==> src/shared/mpm_pkg.sv <==
/*
 * constants and carriers of the serial management master:
 * register map, field positions, frame layout, clock limits.
 * assumes a 20 MHz peripheral clock and a 32-bit word-aligned register bus.
 */
package mpm_pkg;
	localparam int CLK_HZ      = 20_000_000;
	localparam int MGMT_MAX_HZ = 2_500_000;
	localparam int MGMT_TYP_HZ = 1_000_000;
	// least half period of the management clock, rounded up
	localparam logic [7:0] HALF_MIN  = 8'((CLK_HZ + 2 * MGMT_MAX_HZ - 1) / (2 * MGMT_MAX_HZ));
	localparam logic [7:0] DIV_RESET = 8'(CLK_HZ / (2 * MGMT_TYP_HZ));

	localparam logic [7:0] REG_CONTROL   = 8'h00;
	localparam logic [7:0] REG_RESPONDED = 8'h04;
	localparam logic [7:0] REG_CARRIER   = 8'h08;
	localparam logic [7:0] REG_CC_RAW    = 8'h0c;
	localparam logic [7:0] REG_CC_MASKED = 8'h10;
	localparam logic [7:0] REG_AD_RAW    = 8'h14;
	localparam logic [7:0] REG_AD_MASKED = 8'h18;
	localparam logic [7:0] REG_MASK_SET  = 8'h1c;
	localparam logic [7:0] REG_MASK_CLR  = 8'h20;
	localparam logic [7:0] REG_SLOT0     = 8'h24;
	localparam logic [7:0] REG_SLOT1     = 8'h28;
	localparam logic [7:0] REG_MON0      = 8'h2c;
	localparam logic [7:0] REG_MON1      = 8'h30;

	localparam int CTRL_ENABLE   = 0;
	localparam int CTRL_PREAMBLE = 1;
	localparam int CTRL_DIV_LSB  = 8;
	localparam int SLOT_KICK     = 31;
	localparam int SLOT_WRITE    = 30;
	localparam int SLOT_ACK      = 29;
	localparam int SLOT_REG_LSB  = 21;
	localparam int SLOT_PHY_LSB  = 16;
	localparam int MON_IRQ_EN    = 6;

	localparam logic [4:0] STATUS_REG = 5'h01;
	localparam int         LINK_BIT   = 2;
	localparam logic [1:0] FR_START   = 2'h1;
	localparam logic [1:0] OP_READ    = 2'h2;
	localparam logic [1:0] OP_WRITE   = 2'h1;
	localparam logic [1:0] TA_WRITE   = 2'h2;
	localparam logic [5:0] BIT_NOPRE  = 6'h20;
	localparam logic [5:0] BIT_TA     = 6'h2e;
	localparam logic [5:0] BIT_ACK    = 6'h2f;
	localparam logic [5:0] BIT_DATA   = 6'h30;
	localparam logic [5:0] BIT_LAST   = 6'h3f;

	typedef enum logic [0:0] {
		PH_IDLE = 1'b0,
		PH_RUN  = 1'b1
	} mpm_phase_e;

	typedef struct packed {
		logic        kick;
		logic        wr;
		logic        ack;
		logic [4:0]  targetRegIndex;
		logic [4:0]  targetPhyIndex;
		logic [15:0] data;
	} mpm_slot_s;

	typedef struct packed {
		logic       linkChangeIrqEnable;
		logic [4:0] monitoredPhyIndex;
	} mpm_mon_s;
endpackage

==> src/mpm_top.sv <==
/*
 * serial management master: background poll of all 32 addresses, two
 * monitored phys, two queued user access slots, avalon-mm register slave.
 * assumes a pull-up on the data wire and the 20 MHz clock as peripheral clock.
 */
// Function
// (RULE1) poll status register of all 32 addresses continuously while enabled
// (RULE2) management clock is clk divided by twice the programmed divisor, never over 2.5 MHz
// (RULE3) idle with no bus activity until the enable bit is set
// (RULE4) preamble sent by default, left out when the preamble bit is cleared
// (RULE5) set responded bit of polled address when the phy answered
// (RULE6) carrier bit set only if phy answered and reports link
// (RULE7) user reads also update the responded vector
// (RULE8) two monitored phys chosen by their monitor select registers
// (RULE9) monitored link change with enable sets raw and masked flags
// (RULE10) two user slots, served one at a time in round-robin order
// (RULE11) kickoff while enabled runs the slot's read or write autonomously
// (RULE12) finished slot clears kickoff and sets raw access-done bit
// (RULE13) masked access-done bit set only when slot's mask is enabled
// (RULE14) any masked access-done bit raises the completion interrupt
// (RULE15) software waits for kickoff clear before reloading a slot
// (RULE16) slot acknowledge bit tells whether the phy answered
// (RULE17) software sets divisor and preamble, enables, then waits before reading
// (RULE18) software writes all slot fields at once, polls kickoff for zero
// (RULE19) frames follow the standard two-wire serial management format
// (RULE20) after a read the ack bit and returned data stand in the slot
// (RULE21) carrier-change masked flag cleared by writing one
// (RULE22) access-done masked flag cleared by writing one
// (RULE23) phy answered when data low in the turnaround's second bit
// (RULE24) user frames go between poll frames, waiting at most one poll
// (RULE25) link change is new link state differing from the recorded one
module mpm_top (
	input  wire logic        clk,              // 20 MHz peripheral clock
	input  wire logic        rst_n,            // async reset, active low
	input  wire logic [7:0]  avs_address,      // byte address
	input  wire logic        avs_read,         // read request
	input  wire logic        avs_write,        // write request
	input  wire logic [31:0] avs_writedata,    // write data
	output logic      [31:0] avs_readdata,     // read data
	output logic             avs_waitrequest,  // stall
	output logic             mgmtClockPin,     // management clock out
	input  wire logic        mgmtDataIn,       // data wire level
	output logic             mgmtDataOut,      // data wire drive value
	output logic             mgmtDataOe,       // data wire drive enable
	output logic             carrierChangeIrq, // link change interrupt
	output logic             accessDoneIrq     // user access done interrupt
);
	typedef struct packed {
		logic                   sync1;
		logic                   sync2;
		logic                   waitReq;
		logic [31:0]            rdata;
		logic                   enable;
		logic                   preamble;
		logic [7:0]             divisor;
		logic [31:0]            responded;
		logic [31:0]            carrier;
		logic [1:0]             ccRaw;
		logic [1:0]             ccMasked;
		logic [1:0]             adRaw;
		logic [1:0]             adMasked;
		logic [1:0]             adMask;
		mpm_pkg::mpm_slot_s [1:0] slot;
		mpm_pkg::mpm_mon_s  [1:0] mon;
		logic [1:0]             monLink;
		mpm_pkg::mpm_phase_e    phase;
		logic [7:0]             divCnt;
		logic                   mdc;
		logic                   dOut;
		logic                   dOe;
		logic [5:0]             bitIdx;
		logic                   jobUser;
		logic                   jobSlot;
		logic                   jobRead;
		logic [4:0]             jobPhy;
		logic [4:0]             jobReg;
		logic [15:0]            jobData;
		logic                   rxAck;
		logic [15:0]            rxData;
		logic [4:0]             pollAddr;
		logic                   rrLast;
		logic                   lastWasUser;
		logic                   ccIrq;
		logic                   adIrq;
	} mpm_state_s;

	mpm_state_s s;
	mpm_state_s next_s;
	logic       busReq;
	logic       busWr;
	logic       frameEnd;
	logic [7:0] halfCnt;

	function automatic mpm_pkg::mpm_slot_s loadSlot(input logic [31:0] wd, input logic en);
		mpm_pkg::mpm_slot_s r;
		r.kick           = wd[mpm_pkg::SLOT_KICK] & en;
		r.wr             = wd[mpm_pkg::SLOT_WRITE];
		r.ack            = 1'b0;
		r.targetRegIndex = wd[mpm_pkg::SLOT_REG_LSB +: 5];
		r.targetPhyIndex = wd[mpm_pkg::SLOT_PHY_LSB +: 5];
		r.data           = wd[15:0];
		return r;
	endfunction

	function automatic mpm_pkg::mpm_mon_s loadMon(input logic [31:0] wd);
		mpm_pkg::mpm_mon_s r;
		r.linkChangeIrqEnable = wd[mpm_pkg::MON_IRQ_EN];
		r.monitoredPhyIndex   = wd[4:0];
		return r;
	endfunction

	function automatic logic [31:0] slotWord(input mpm_pkg::mpm_slot_s sl);
		logic [31:0] w;
		w                             = '0;
		w[mpm_pkg::SLOT_KICK]         = sl.kick;
		w[mpm_pkg::SLOT_WRITE]        = sl.wr;
		w[mpm_pkg::SLOT_ACK]          = sl.ack;
		w[mpm_pkg::SLOT_REG_LSB +: 5] = sl.targetRegIndex;
		w[mpm_pkg::SLOT_PHY_LSB +: 5] = sl.targetPhyIndex;
		w[15:0]                       = sl.data;
		return w;
	endfunction

	function automatic logic [31:0] monWord(input mpm_pkg::mpm_mon_s m);
		logic [31:0] w;
		w                       = '0;
		w[mpm_pkg::MON_IRQ_EN]  = m.linkChangeIrqEnable;
		w[4:0]                  = m.monitoredPhyIndex;
		return w;
	endfunction

	// frame bit at index i, msb first, preamble in bits 0..31
	function automatic logic frameBit(input logic rd, input logic [4:0] phy,
			input logic [4:0] rg, input logic [15:0] d, input logic [5:0] i);
		logic [63:0] f;
		f = {32'hffffffff, mpm_pkg::FR_START, rd ? mpm_pkg::OP_READ : mpm_pkg::OP_WRITE,
			phy, rg, mpm_pkg::TA_WRITE, d};
		return f[6'h3f - i];
	endfunction

	assign busReq   = avs_read | avs_write;
	assign busWr    = avs_write & ~s.waitReq;
	assign halfCnt  = (s.divisor < mpm_pkg::HALF_MIN) ? mpm_pkg::HALF_MIN : s.divisor; // RULE2
	assign frameEnd = s.enable && s.phase == mpm_pkg::PH_RUN && s.divCnt == 8'h00
		&& s.mdc && s.bitIdx == mpm_pkg::BIT_LAST;

	always_comb begin
		logic link;
		logic pick;
		link   = 1'b0;
		pick   = 1'b0;
		next_s = s;
		next_s.sync1 = mgmtDataIn;
		next_s.sync2 = s.sync1;

		// one-cycle answer: waitrequest drops for exactly one cycle
		next_s.waitReq = !(busReq && s.waitReq);
		if (busReq && s.waitReq) begin
			case (avs_address)
				mpm_pkg::REG_CONTROL: begin
					next_s.rdata = '0;
					next_s.rdata[mpm_pkg::CTRL_ENABLE] = s.enable;
					next_s.rdata[mpm_pkg::CTRL_PREAMBLE] = s.preamble;
					next_s.rdata[mpm_pkg::CTRL_DIV_LSB +: 8] = s.divisor;
				end
				mpm_pkg::REG_RESPONDED: next_s.rdata = s.responded;
				mpm_pkg::REG_CARRIER:   next_s.rdata = s.carrier;
				mpm_pkg::REG_CC_RAW:    next_s.rdata = {30'h0, s.ccRaw};
				mpm_pkg::REG_CC_MASKED: next_s.rdata = {30'h0, s.ccMasked};
				mpm_pkg::REG_AD_RAW:    next_s.rdata = {30'h0, s.adRaw};
				mpm_pkg::REG_AD_MASKED: next_s.rdata = {30'h0, s.adMasked};
				mpm_pkg::REG_MASK_SET:  next_s.rdata = {30'h0, s.adMask};
				mpm_pkg::REG_MASK_CLR:  next_s.rdata = {30'h0, s.adMask};
				mpm_pkg::REG_SLOT0:     next_s.rdata = slotWord(s.slot[0]);
				mpm_pkg::REG_SLOT1:     next_s.rdata = slotWord(s.slot[1]);
				mpm_pkg::REG_MON0:      next_s.rdata = monWord(s.mon[0]);
				mpm_pkg::REG_MON1:      next_s.rdata = monWord(s.mon[1]);
				default:                next_s.rdata = '0;
			endcase
		end

		// software writes first, so hardware sets below win
		if (busWr) begin
			case (avs_address)
				mpm_pkg::REG_CONTROL: begin
					next_s.enable   = avs_writedata[mpm_pkg::CTRL_ENABLE]; // RULE3
					next_s.preamble = avs_writedata[mpm_pkg::CTRL_PREAMBLE];
					next_s.divisor  = avs_writedata[mpm_pkg::CTRL_DIV_LSB +: 8];
				end
				mpm_pkg::REG_CC_RAW:    next_s.ccRaw = s.ccRaw & ~avs_writedata[1:0];
				mpm_pkg::REG_CC_MASKED: next_s.ccMasked = s.ccMasked & ~avs_writedata[1:0]; // RULE21
				mpm_pkg::REG_AD_RAW:    next_s.adRaw = s.adRaw & ~avs_writedata[1:0];
				mpm_pkg::REG_AD_MASKED: next_s.adMasked = s.adMasked & ~avs_writedata[1:0]; // RULE22
				mpm_pkg::REG_MASK_SET:  next_s.adMask = s.adMask | avs_writedata[1:0];
				mpm_pkg::REG_MASK_CLR:  next_s.adMask = s.adMask & ~avs_writedata[1:0];
				mpm_pkg::REG_SLOT0: begin
					if (!s.slot[0].kick) next_s.slot[0] = loadSlot(avs_writedata, s.enable); // RULE11
				end
				mpm_pkg::REG_SLOT1: begin
					if (!s.slot[1].kick) next_s.slot[1] = loadSlot(avs_writedata, s.enable); // RULE11
				end
				mpm_pkg::REG_MON0:      next_s.mon[0] = loadMon(avs_writedata); // RULE8
				mpm_pkg::REG_MON1:      next_s.mon[1] = loadMon(avs_writedata); // RULE8
				default:                next_s.rdata = s.rdata;
			endcase
		end

		if (!s.enable) begin
			next_s.phase  = mpm_pkg::PH_IDLE; // RULE3
			next_s.mdc    = 1'b0;
			next_s.dOut   = 1'b0;
			next_s.dOe    = 1'b0;
			next_s.divCnt = '0;
		end else begin
			case (s.phase)
				mpm_pkg::PH_IDLE: begin
					// user job only right after a poll frame
					if ((s.slot[0].kick || s.slot[1].kick) && !s.lastWasUser) begin // RULE24
						pick = (s.slot[0].kick && s.slot[1].kick) ? !s.rrLast
							: s.slot[1].kick; // RULE10
						next_s.jobUser = 1'b1;
						next_s.jobSlot = pick;
						next_s.jobRead = !s.slot[pick].wr;
						next_s.jobPhy  = s.slot[pick].targetPhyIndex;
						next_s.jobReg  = s.slot[pick].targetRegIndex;
						next_s.jobData = s.slot[pick].data;
					end else begin
						next_s.jobUser = 1'b0; // RULE1
						next_s.jobRead = 1'b1;
						next_s.jobPhy  = s.pollAddr;
						next_s.jobReg  = mpm_pkg::STATUS_REG;
						next_s.jobData = '0;
					end
					next_s.phase  = mpm_pkg::PH_RUN;
					next_s.bitIdx = s.preamble ? 6'h00 : mpm_pkg::BIT_NOPRE; // RULE4
					next_s.divCnt = halfCnt - 8'h01;
					next_s.mdc    = 1'b0;
					next_s.rxAck  = 1'b0;
					next_s.dOe    = 1'b1;
					next_s.dOut   = frameBit(next_s.jobRead, next_s.jobPhy, next_s.jobReg,
						next_s.jobData, next_s.bitIdx); // RULE19
				end
				mpm_pkg::PH_RUN: begin
					if (s.divCnt != 8'h00) begin
						next_s.divCnt = s.divCnt - 8'h01;
					end else if (!s.mdc) begin
						next_s.divCnt = halfCnt - 8'h01;
						next_s.mdc    = 1'b1;
						if (s.jobRead && s.bitIdx == mpm_pkg::BIT_ACK)
							next_s.rxAck = !s.sync2; // RULE23
						if (s.jobRead && s.bitIdx >= mpm_pkg::BIT_DATA)
							next_s.rxData = {s.rxData[14:0], s.sync2};
					end else begin
						next_s.divCnt = halfCnt - 8'h01;
						next_s.mdc    = 1'b0;
						if (s.bitIdx == mpm_pkg::BIT_LAST) begin
							next_s.phase       = mpm_pkg::PH_IDLE;
							next_s.dOe         = 1'b0;
							next_s.lastWasUser = s.jobUser;
							if (s.jobRead)
								next_s.responded[s.jobPhy] = s.rxAck; // RULE5 RULE7
							if (!s.jobUser) begin
								link = s.rxAck & s.rxData[mpm_pkg::LINK_BIT];
								next_s.carrier[s.jobPhy] = link; // RULE6
								next_s.pollAddr = s.pollAddr + 5'h01; // RULE1
								for (int k = 0; k < 2; k++) begin
									if (s.mon[k].monitoredPhyIndex == s.jobPhy
										&& link != s.monLink[k]) begin // RULE25
										next_s.monLink[k] = link; // RULE8
										if (s.mon[k].linkChangeIrqEnable) begin
											next_s.ccRaw[k]    = 1'b1; // RULE9
											next_s.ccMasked[k] = 1'b1; // RULE9
										end
									end
								end
							end else begin
								next_s.slot[s.jobSlot].kick = 1'b0; // RULE12
								if (s.jobRead) begin
									next_s.slot[s.jobSlot].ack  = s.rxAck; // RULE16 RULE20
									next_s.slot[s.jobSlot].data = s.rxData; // RULE20
								end
								next_s.adRaw[s.jobSlot] = 1'b1; // RULE12
								if (s.adMask[s.jobSlot])
									next_s.adMasked[s.jobSlot] = 1'b1; // RULE13
								next_s.rrLast = s.jobSlot; // RULE10
							end
						end else begin
							next_s.bitIdx = s.bitIdx + 6'h01;
							next_s.dOe    = !s.jobRead || (s.bitIdx + 6'h01) < mpm_pkg::BIT_TA;
							next_s.dOut   = frameBit(s.jobRead, s.jobPhy, s.jobReg, s.jobData,
								s.bitIdx + 6'h01); // RULE19
						end
					end
				end
				default: next_s.phase = mpm_pkg::PH_IDLE;
			endcase
		end
		next_s.ccIrq = |next_s.ccMasked;
		next_s.adIrq = |next_s.adMasked; // RULE14
	end

	always_ff @(posedge clk or negedge rst_n) begin
		if (!rst_n) begin
			s          <= '0;
			s.waitReq  <= 1'b1;
			s.preamble <= 1'b1;
			s.divisor  <= mpm_pkg::DIV_RESET;
		end else begin
			s <= next_s;
		end
	end

	assign avs_readdata     = s.rdata;
	assign avs_waitrequest  = s.waitReq;
	assign mgmtClockPin     = s.mdc;
	assign mgmtDataOut      = s.dOut;
	assign mgmtDataOe       = s.dOe;
	assign carrierChangeIrq = s.ccIrq;
	assign accessDoneIrq    = s.adIrq;
endmodule // mpm_top
==> config.mk <==
export PLATFORM = sky130hd
export DESIGN_NAME = mpm_top
export DESIGN_NICKNAME = d
export VERILOG_FILES = /design/src/shared/mpm_pkg.sv /design/src/mpm_top.sv
export SDC_FILE = /design/constraint.sdc
export NUM_CORES = 1
export LEC_CHECK = 0
export ABC_CLOCK_PERIOD_IN_PS = 4150
export BUFFER_PORTS_ARGS = -buffer_cell sky130_fd_sc_hd__buf_2
export CORE_ASPECT_RATIO = 1.1
export CORE_MARGIN = 3
export CORE_UTILIZATION = 40
export CTS_CLUSTER_SIZE = 8
export DETAILED_ROUTE_END_ITERATION = 6
export HOLD_SLACK_MARGIN = 0.12
export MAX_ROUTING_LAYER = met4
export SLEW_MARGIN = 10
export SYNTH_ARGS = -nofsm -noshare
export SYNTH_HDL_FRONTEND = slang
export SYNTH_SLANG_ARGS = --single-unit
==> constraint.sdc <==
create_clock -name clk -period 4.15 [get_ports clk]
set_clock_uncertainty 0.2 [all_clocks]
set_input_delay 0.2075 -clock clk [delete_from_list [all_inputs] [get_ports clk]]
set_output_delay 0.2075 -clock clk [all_outputs]
set_load 0.01 [all_outputs]
== After elaboration in Yosys (flattened, before gate mapping) ==
Index checks and enable logic that the tools add are counted.

* Add/subtract/negate cells: 6
* $mul: 0
* Divide/modulo/power cells: 0
* Order comparisons: 10
* Eq/ne operators: 27
* Shift operators: 0
* Mux-type cells: 93
* Bitwise logic cells: 18
* Reduce and logical (&&, ||, !) cells: 41

{| class="wikitable"
|+ Operators with widths
! kind !! count
|-
| 58-bit two-way mux || 7
|-
| 32-bit one-hot mux with 12 select lines || 1
|-
| 58-bit bitwise mux || 3
|-
| 29-bit two-way mux || 5
|-
| 27-bit two-way mux || 4
|-
| 29-bit demux with 1-bit select || 3
|-
| 80-bit two-way mux || 1
|-
| 32-bit bitwise mux || 2
|-
| 32-bit two-way mux || 2
|-
| 8-bit two-way mux || 8
|-
| 28-bit two-way mux || 2
|-
| 42-bit two-way mux || 1
|-
| 8-bit by 6-bit == test with 1-bit output (second input constant) || 5
|-
| 18-bit one-hot mux with 2 select lines || 1
|-
| 8-bit by 5-bit == test with 1-bit output (second input constant) || 4
|-
| 16-bit two-way mux || 2
|-
| 1-bit two-way mux || 24
|-
| 24-bit two-way mux || 1
|-
| 6-bit two-way mux || 4
|-
| 6-bit AND reduction || 3
|-
| 17-bit two-way mux || 1
|-
| 8-bit by 4-bit == test with 1-bit output (second input constant) || 2
|-
| 8-bit by 1-bit subtractor with 8-bit output (second input constant) || 2
|-
| 6-bit by 7-bit < comparator with 1-bit output (second input constant) || 2
|-
| other kinds (48) || 105
|}

* Register bits after elaboration: 264
* Bits in latches: 0
* Memory bits (writable): 0
* Memory bits (read-only): 0
* Input bits: 45
* Output and inout port bits: 38
* Logic and storage cells: 246
* Memories: 0

== Depth between registers and ports, before layout ==
* Word-level depth: 14
* Mapped depth: 9
* Gate-level depth less buffers: 8

== Least setup slack after synthesis ==
Ideal clock, no wire load.

* Path kind: register to register
* Start: register s[56] (netlist bit)
* End: register s[175] (netlist bit)
* Library setup time: 0.135 ns
* Data arrival time: 2.163 ns
* Required time: 3.815 ns
* Slack: 1.652 ns
* Stages on the path, launching flop included: 9
* Path buffers: 1
* Period minus slack after synthesis: 2.498 ns
* Path through: dfrtp_1 ha_1 nand3_2 or3_4 nor4_4 nand2_4 buf_2 o21ai_0 o31ai_1

* Longest elaborated chain between the ends: 2

{| class="wikitable"
|+ RTL lines
! what !! line !! text
|-
| start: declaration || mpm_top.sv:87 || <nowiki>mpm_state_s s;</nowiki>
|-
| start signal: assignment || mpm_top.sv:309 || <nowiki>s <= next_s;</nowiki>
|-
| 6-bit == test || mpm_top.sv:256 || <nowiki>if (s.bitIdx == mpm_pkg::BIT_LAST) begin</nowiki>
|-
| 6-bit AND reduction (no source line) || - ||
|}

No other way between the ends.
A chain may end at the register's enable or synchronous reset.

== Worst setup path in the final report ==
* Start: register s[56] (netlist bit)
* End: register s[191] (netlist bit)

The elaborated chain is that of the path after synthesis.

==> key figures <==
Worst setup path
  – Crit start category: flip-flop
  – WP buf/inv: 0
  – CP arrival: roughly 3300 ps
  – Critical path class: reg -> reg
  – Nature of the critical path endpoint: flip-flop
  – Worst path cell trace: ha_1 > nand3_2 > or3_4 > nor4_2 > nand2_1 > nor2_1 > mux2_2
  – Critical path's slowest cell: nor4_2
  – Required time at the worst-slack endpoint: about 4300 ps
  – Peak fanout along the critical path: 8
  – CP top delay family: simple AND/OR/NAND/NOR gates
  – Longest individual stage delay on the worst path: about 460 ps

STA
  – Fmax: roughly 0.32 GHz
  – Worst hold slack after final layout: ~150 ps
  – Max-Slew Margin vs Limit: about a fifth
  – Setup repair after global routing missed its margin: false
  – Min setup slack post-route: about 1000 ps
  – Final slew viol count: 0
  – Final Cycle Share: about three quarters
  – Setup violations, final: 0
  – Total negative slack for setup checks: 0 ps
  – Clock period minus worst slack: 3140 ps
  – Final Hold Vio Count: 0
  – Transition time at the pin with the least slew margin: 1190 ps

Pwr
  – Pwr/cell area: 394 mW/mm^2
  – Maximum vdd ir drop: 0.000308 V
  – Lkg Pwr: ~6.7 nW

Placed design
  – Area of placed instances: roughly 0.013 sq mm
  – Placed insts: roughly 1600
  – Worst setup slack after placement: roughly 1100 ps
  – I/O Buffers: 78
  – HPWL after detailed placement: approximately 24000 um
  – GPL Wtd Cong: between 0.8 and 0.9

Yosys
  – FF+latch count, synth: between 200 and 300
  – Count of different cell masters after synthesis: 65
  – Seq/Total Area, Yosys: between 50% and 60%
  – Number of enable flip-flop cells after synthesis: 0
  – Most used flip-flop cell after synthesis: dfrtp_1
  – Post-Synthesis Cells: 1194
  – Average instance area after synthesis: 10.8 sq um
  – Count of warnings emitted by yosys: 0
  – Syn Std Cell Area: ~0.013 sq mm
  – Share of synthesized flip-flops with an asynchronous set or reset: between 90% and 100%
  – Post-synth net total: 1243

Drt
  – Detail-routed via count per cell: around 5.7
  – Number of optimization iterations in the first detailed-route pass: 7
  – Number of remaining DRC errors: 0
  – Via count: roughly 9700
  – Total wirelength of the detailed-routed design: around 36000 um
  – Drt initial violations: between 900 and 1000
  – Number of nets with antenna violations after detailed routing: 0
  – Wire length per cell after detailed routing: between 20 and 25 um

Clock network
  – Post-CTS Setup Inserts: 0
  – CTS Buf Count: 39
  – Root buf cell: clkbuf_16
  – H-Tree Level Count: 2
  – Clock transition at path regs: about 50 ps
  – Number of buffers between clock root and the deepest sink: 3
  – TritonCTS clock tree: yes
  – Hold-fix buffer count after cts: just over 40
  – Insertion delay of the later-clocked pin in the worst-skew pair: about 520 ps
  – Clk sinks: 264
  – Number of gates given a new drive strength after cts: 0

Finish
  – Net count of the finished layout: 1324
  – Share of cells above drive strength 1: a little over a fifth
  – Count of placed standard cells in the final layout, fillers left out: 1711
  – Syn-to-layout area delta: 16.4%
  – Antenna diode instance count: 0
  – Design area: 0.0150 sq mm
  – Layout filler cell count: approximately 3000

Floorplanning
  – Chip height: just under 200 um
  – Placeable core region: about 0.032 sq mm
  – Die area: approximately 0.034 sq mm
  – Die W: 177 um
  – Starting Density: 40.7%
  – Row count: 68
  – Top Ports: 83

GRT
  – Initial antenna violation count: 0
  – Grt ovf: 0
  – Global-route usage over all layers: 21.7%
  – Maximum number of pins on one net before global-route repair: around 120
  – Global-route wire length before repair: 56600 um
  – Number of global-route vias before repair: between 9000 and 10000

Run status
  – Status: complete, no violations

Run
  – Max-capacitance violation count: 0

Worst hold path
  – Type of the most critical hold path: reg -> reg
[per-layer routing]
layer	vias to the layer above	part of all wire (%)	global-route usage (%)
li1	4485	-	-
met3	56	5.4	2.76
met1	4834	44	29.3
met5	-	0	-
met4	0	2.5	5.82
met2	311	48	34.7
[final timing paths]
| path | slack, ps | to | from | depth (start not counted) |
|---|---|---|---|---|
| max | 1010 | s[191]$_DFFE_PN0P_ | s[56]$_DFFE_PN0P_ | 7 |
| min | 150 | s[262]$_DFF_PN0_ | next_s[262]$_DFF_PN0_ | 0 |
| max reg2reg | 1010 | s[191]$_DFFE_PN0P_ | s[56]$_DFFE_PN0P_ | 7 |
| min reg2reg | 150 | s[262]$_DFF_PN0_ | next_s[262]$_DFF_PN0_ | 0 |
| max in group asynchronous | 2600 | s[227]$_DFFE_PN1P_ | rst_n | 3 |
| min in group asynchronous | 180 | avs_readdata[20]$_DFFE_PN0P_ | rst_n | 2 |
[metrics by stage]
| stage | util [%] | power, mW |
|---|---|---|
| detailed placement | 42.8 | 3.12 |
| CTS | 47.4 | 5.95 |
| finish | 47.4 | 5.89 |
| global route | 47.4 | 6.12 |
| floorplan | - | 2.97 |
| global placement | 42.8 | 3.11 |
[registers in the layout, summed over array words and instances (netlist names), named ones only]
| signal | flops |
|---|---|
| avs_readdata | 32 |
| mgmtDataOe | 1 |
| mgmtClockPin | 1 |
| carrierChangeIrq | 1 |
| accessDoneIrq | 1 |
| s | 223 |
| next_s | 1 |
| avs_waitrequest | 1 |
| mgmtDataOut | 1 |
[placed cells by master, fill, tap and decap left out, types with 6 or more instances in the layout]
| cell type | Yosys | final |
|---|---|---|
| buf_2 | 19 | 77 |
| mux4_2 | 7 | 7 |
| nand3b_1 | 9 | 9 |
| a221oi_1 | 8 | 8 |
| a22o_1 | 18 | 18 |
| nand3_1 | 21 | 21 |
| xor2_1 | 7 | 7 |
| nand2_1 | 90 | 90 |
| nand4_1 | 6 | 6 |
| xnor2_1 | 24 | 24 |
| nor3_1 | 7 | 7 |
| a22oi_1 | 27 | 27 |
| clkbuf_16 | 0 | 39 |
| a31oi_1 | 22 | 22 |
| o22ai_1 | 8 | 8 |
| mux2_2 | 98 | 98 |
| buf_4 | 32 | 34 |
| dfrtp_1 | 260 | 260 |
| mux2i_1 | 61 | 61 |
| inv_1 | 17 | 17 |
| dlygate4sd3_1 | 0 | 41 |
| a21oi_1 | 39 | 39 |
| o31ai_1 | 35 | 35 |
| o21ai_0 | 107 | 107 |
| a222oi_1 | 18 | 18 |
| clkbuf_1 | 57 | 16 |
| nor2_1 | 117 | 115 |
[final cells by class]
cell class	instances	area, sq um	share of cell area, %
multi-input combinational	799	5620	37.6
inverter	17	63.8	0.426
timing repair buffer	154	1090	7.26
clock inverter	2	17.5	0.117
tap	420	526	3.51
sequential	264	6610	44.2
clock buffer	55	1040	6.92
[cell families (layout without fill, tap and decap cells)]
family	Yosys count	after routing	share of synthesized area [%]
flip-flops	264	264	51.4
multiplexers	166	166	14.6
buffers and inverters	131	228	5.02
adder cells (fa/ha/maj)	4	4	0.389
AO/OA/AOI/OAI	304	304	15.3
XOR/XNOR	31	31	2.11
AND/OR/NAND/NOR	294	294	11.2
[Yosys cell counts (all sizes together), types with 6 or more instances]
| master | n | area share [%] |
|---|---|---|
| mux4 | 7 | 1.2 |
| clkbuf | 59 | 1.7 |
| a31oi | 22 | 1.1 |
| xnor2 | 24 | 1.6 |
| nand3b | 9 | 0.53 |
| a21oi | 39 | 1.5 |
| a22oi | 27 | 1.6 |
| inv | 17 | 0.50 |
| nand2 | 94 | 3.0 |
| xor2 | 7 | 0.48 |
| nor2 | 117 | 3.4 |
| nand3 | 23 | 1.0 |
| a221oi | 8 | 0.54 |
| a222oi | 18 | 1.4 |
| o21ai | 108 | 4.2 |
| nand4 | 6 | 0.29 |
| nor4 | 9 | 0.77 |
| buf | 55 | 2.8 |
| mux2i | 61 | 4.7 |
| mux2 | 98 | 8.6 |
| nor3 | 7 | 0.27 |
| o22ai | 8 | 0.39 |
| o31ai | 35 | 2.0 |
| dfrtp | 260 | 51 |
| a22o | 18 | 1.2 |
[report_power, final]
| group | switching, mW | total (mW) | leakage (nW) | internal [mW] |
|---|---|---|---|---|
| registers | 0.0613 | 2.71 | 3.41 | 2.65 |
| clock network | 1.08 | 2.79 | 0.508 | 1.71 |
| logic | 0.236 | 0.393 | 2.79 | 0.157 |
Power figures use the tool's default switching activity.
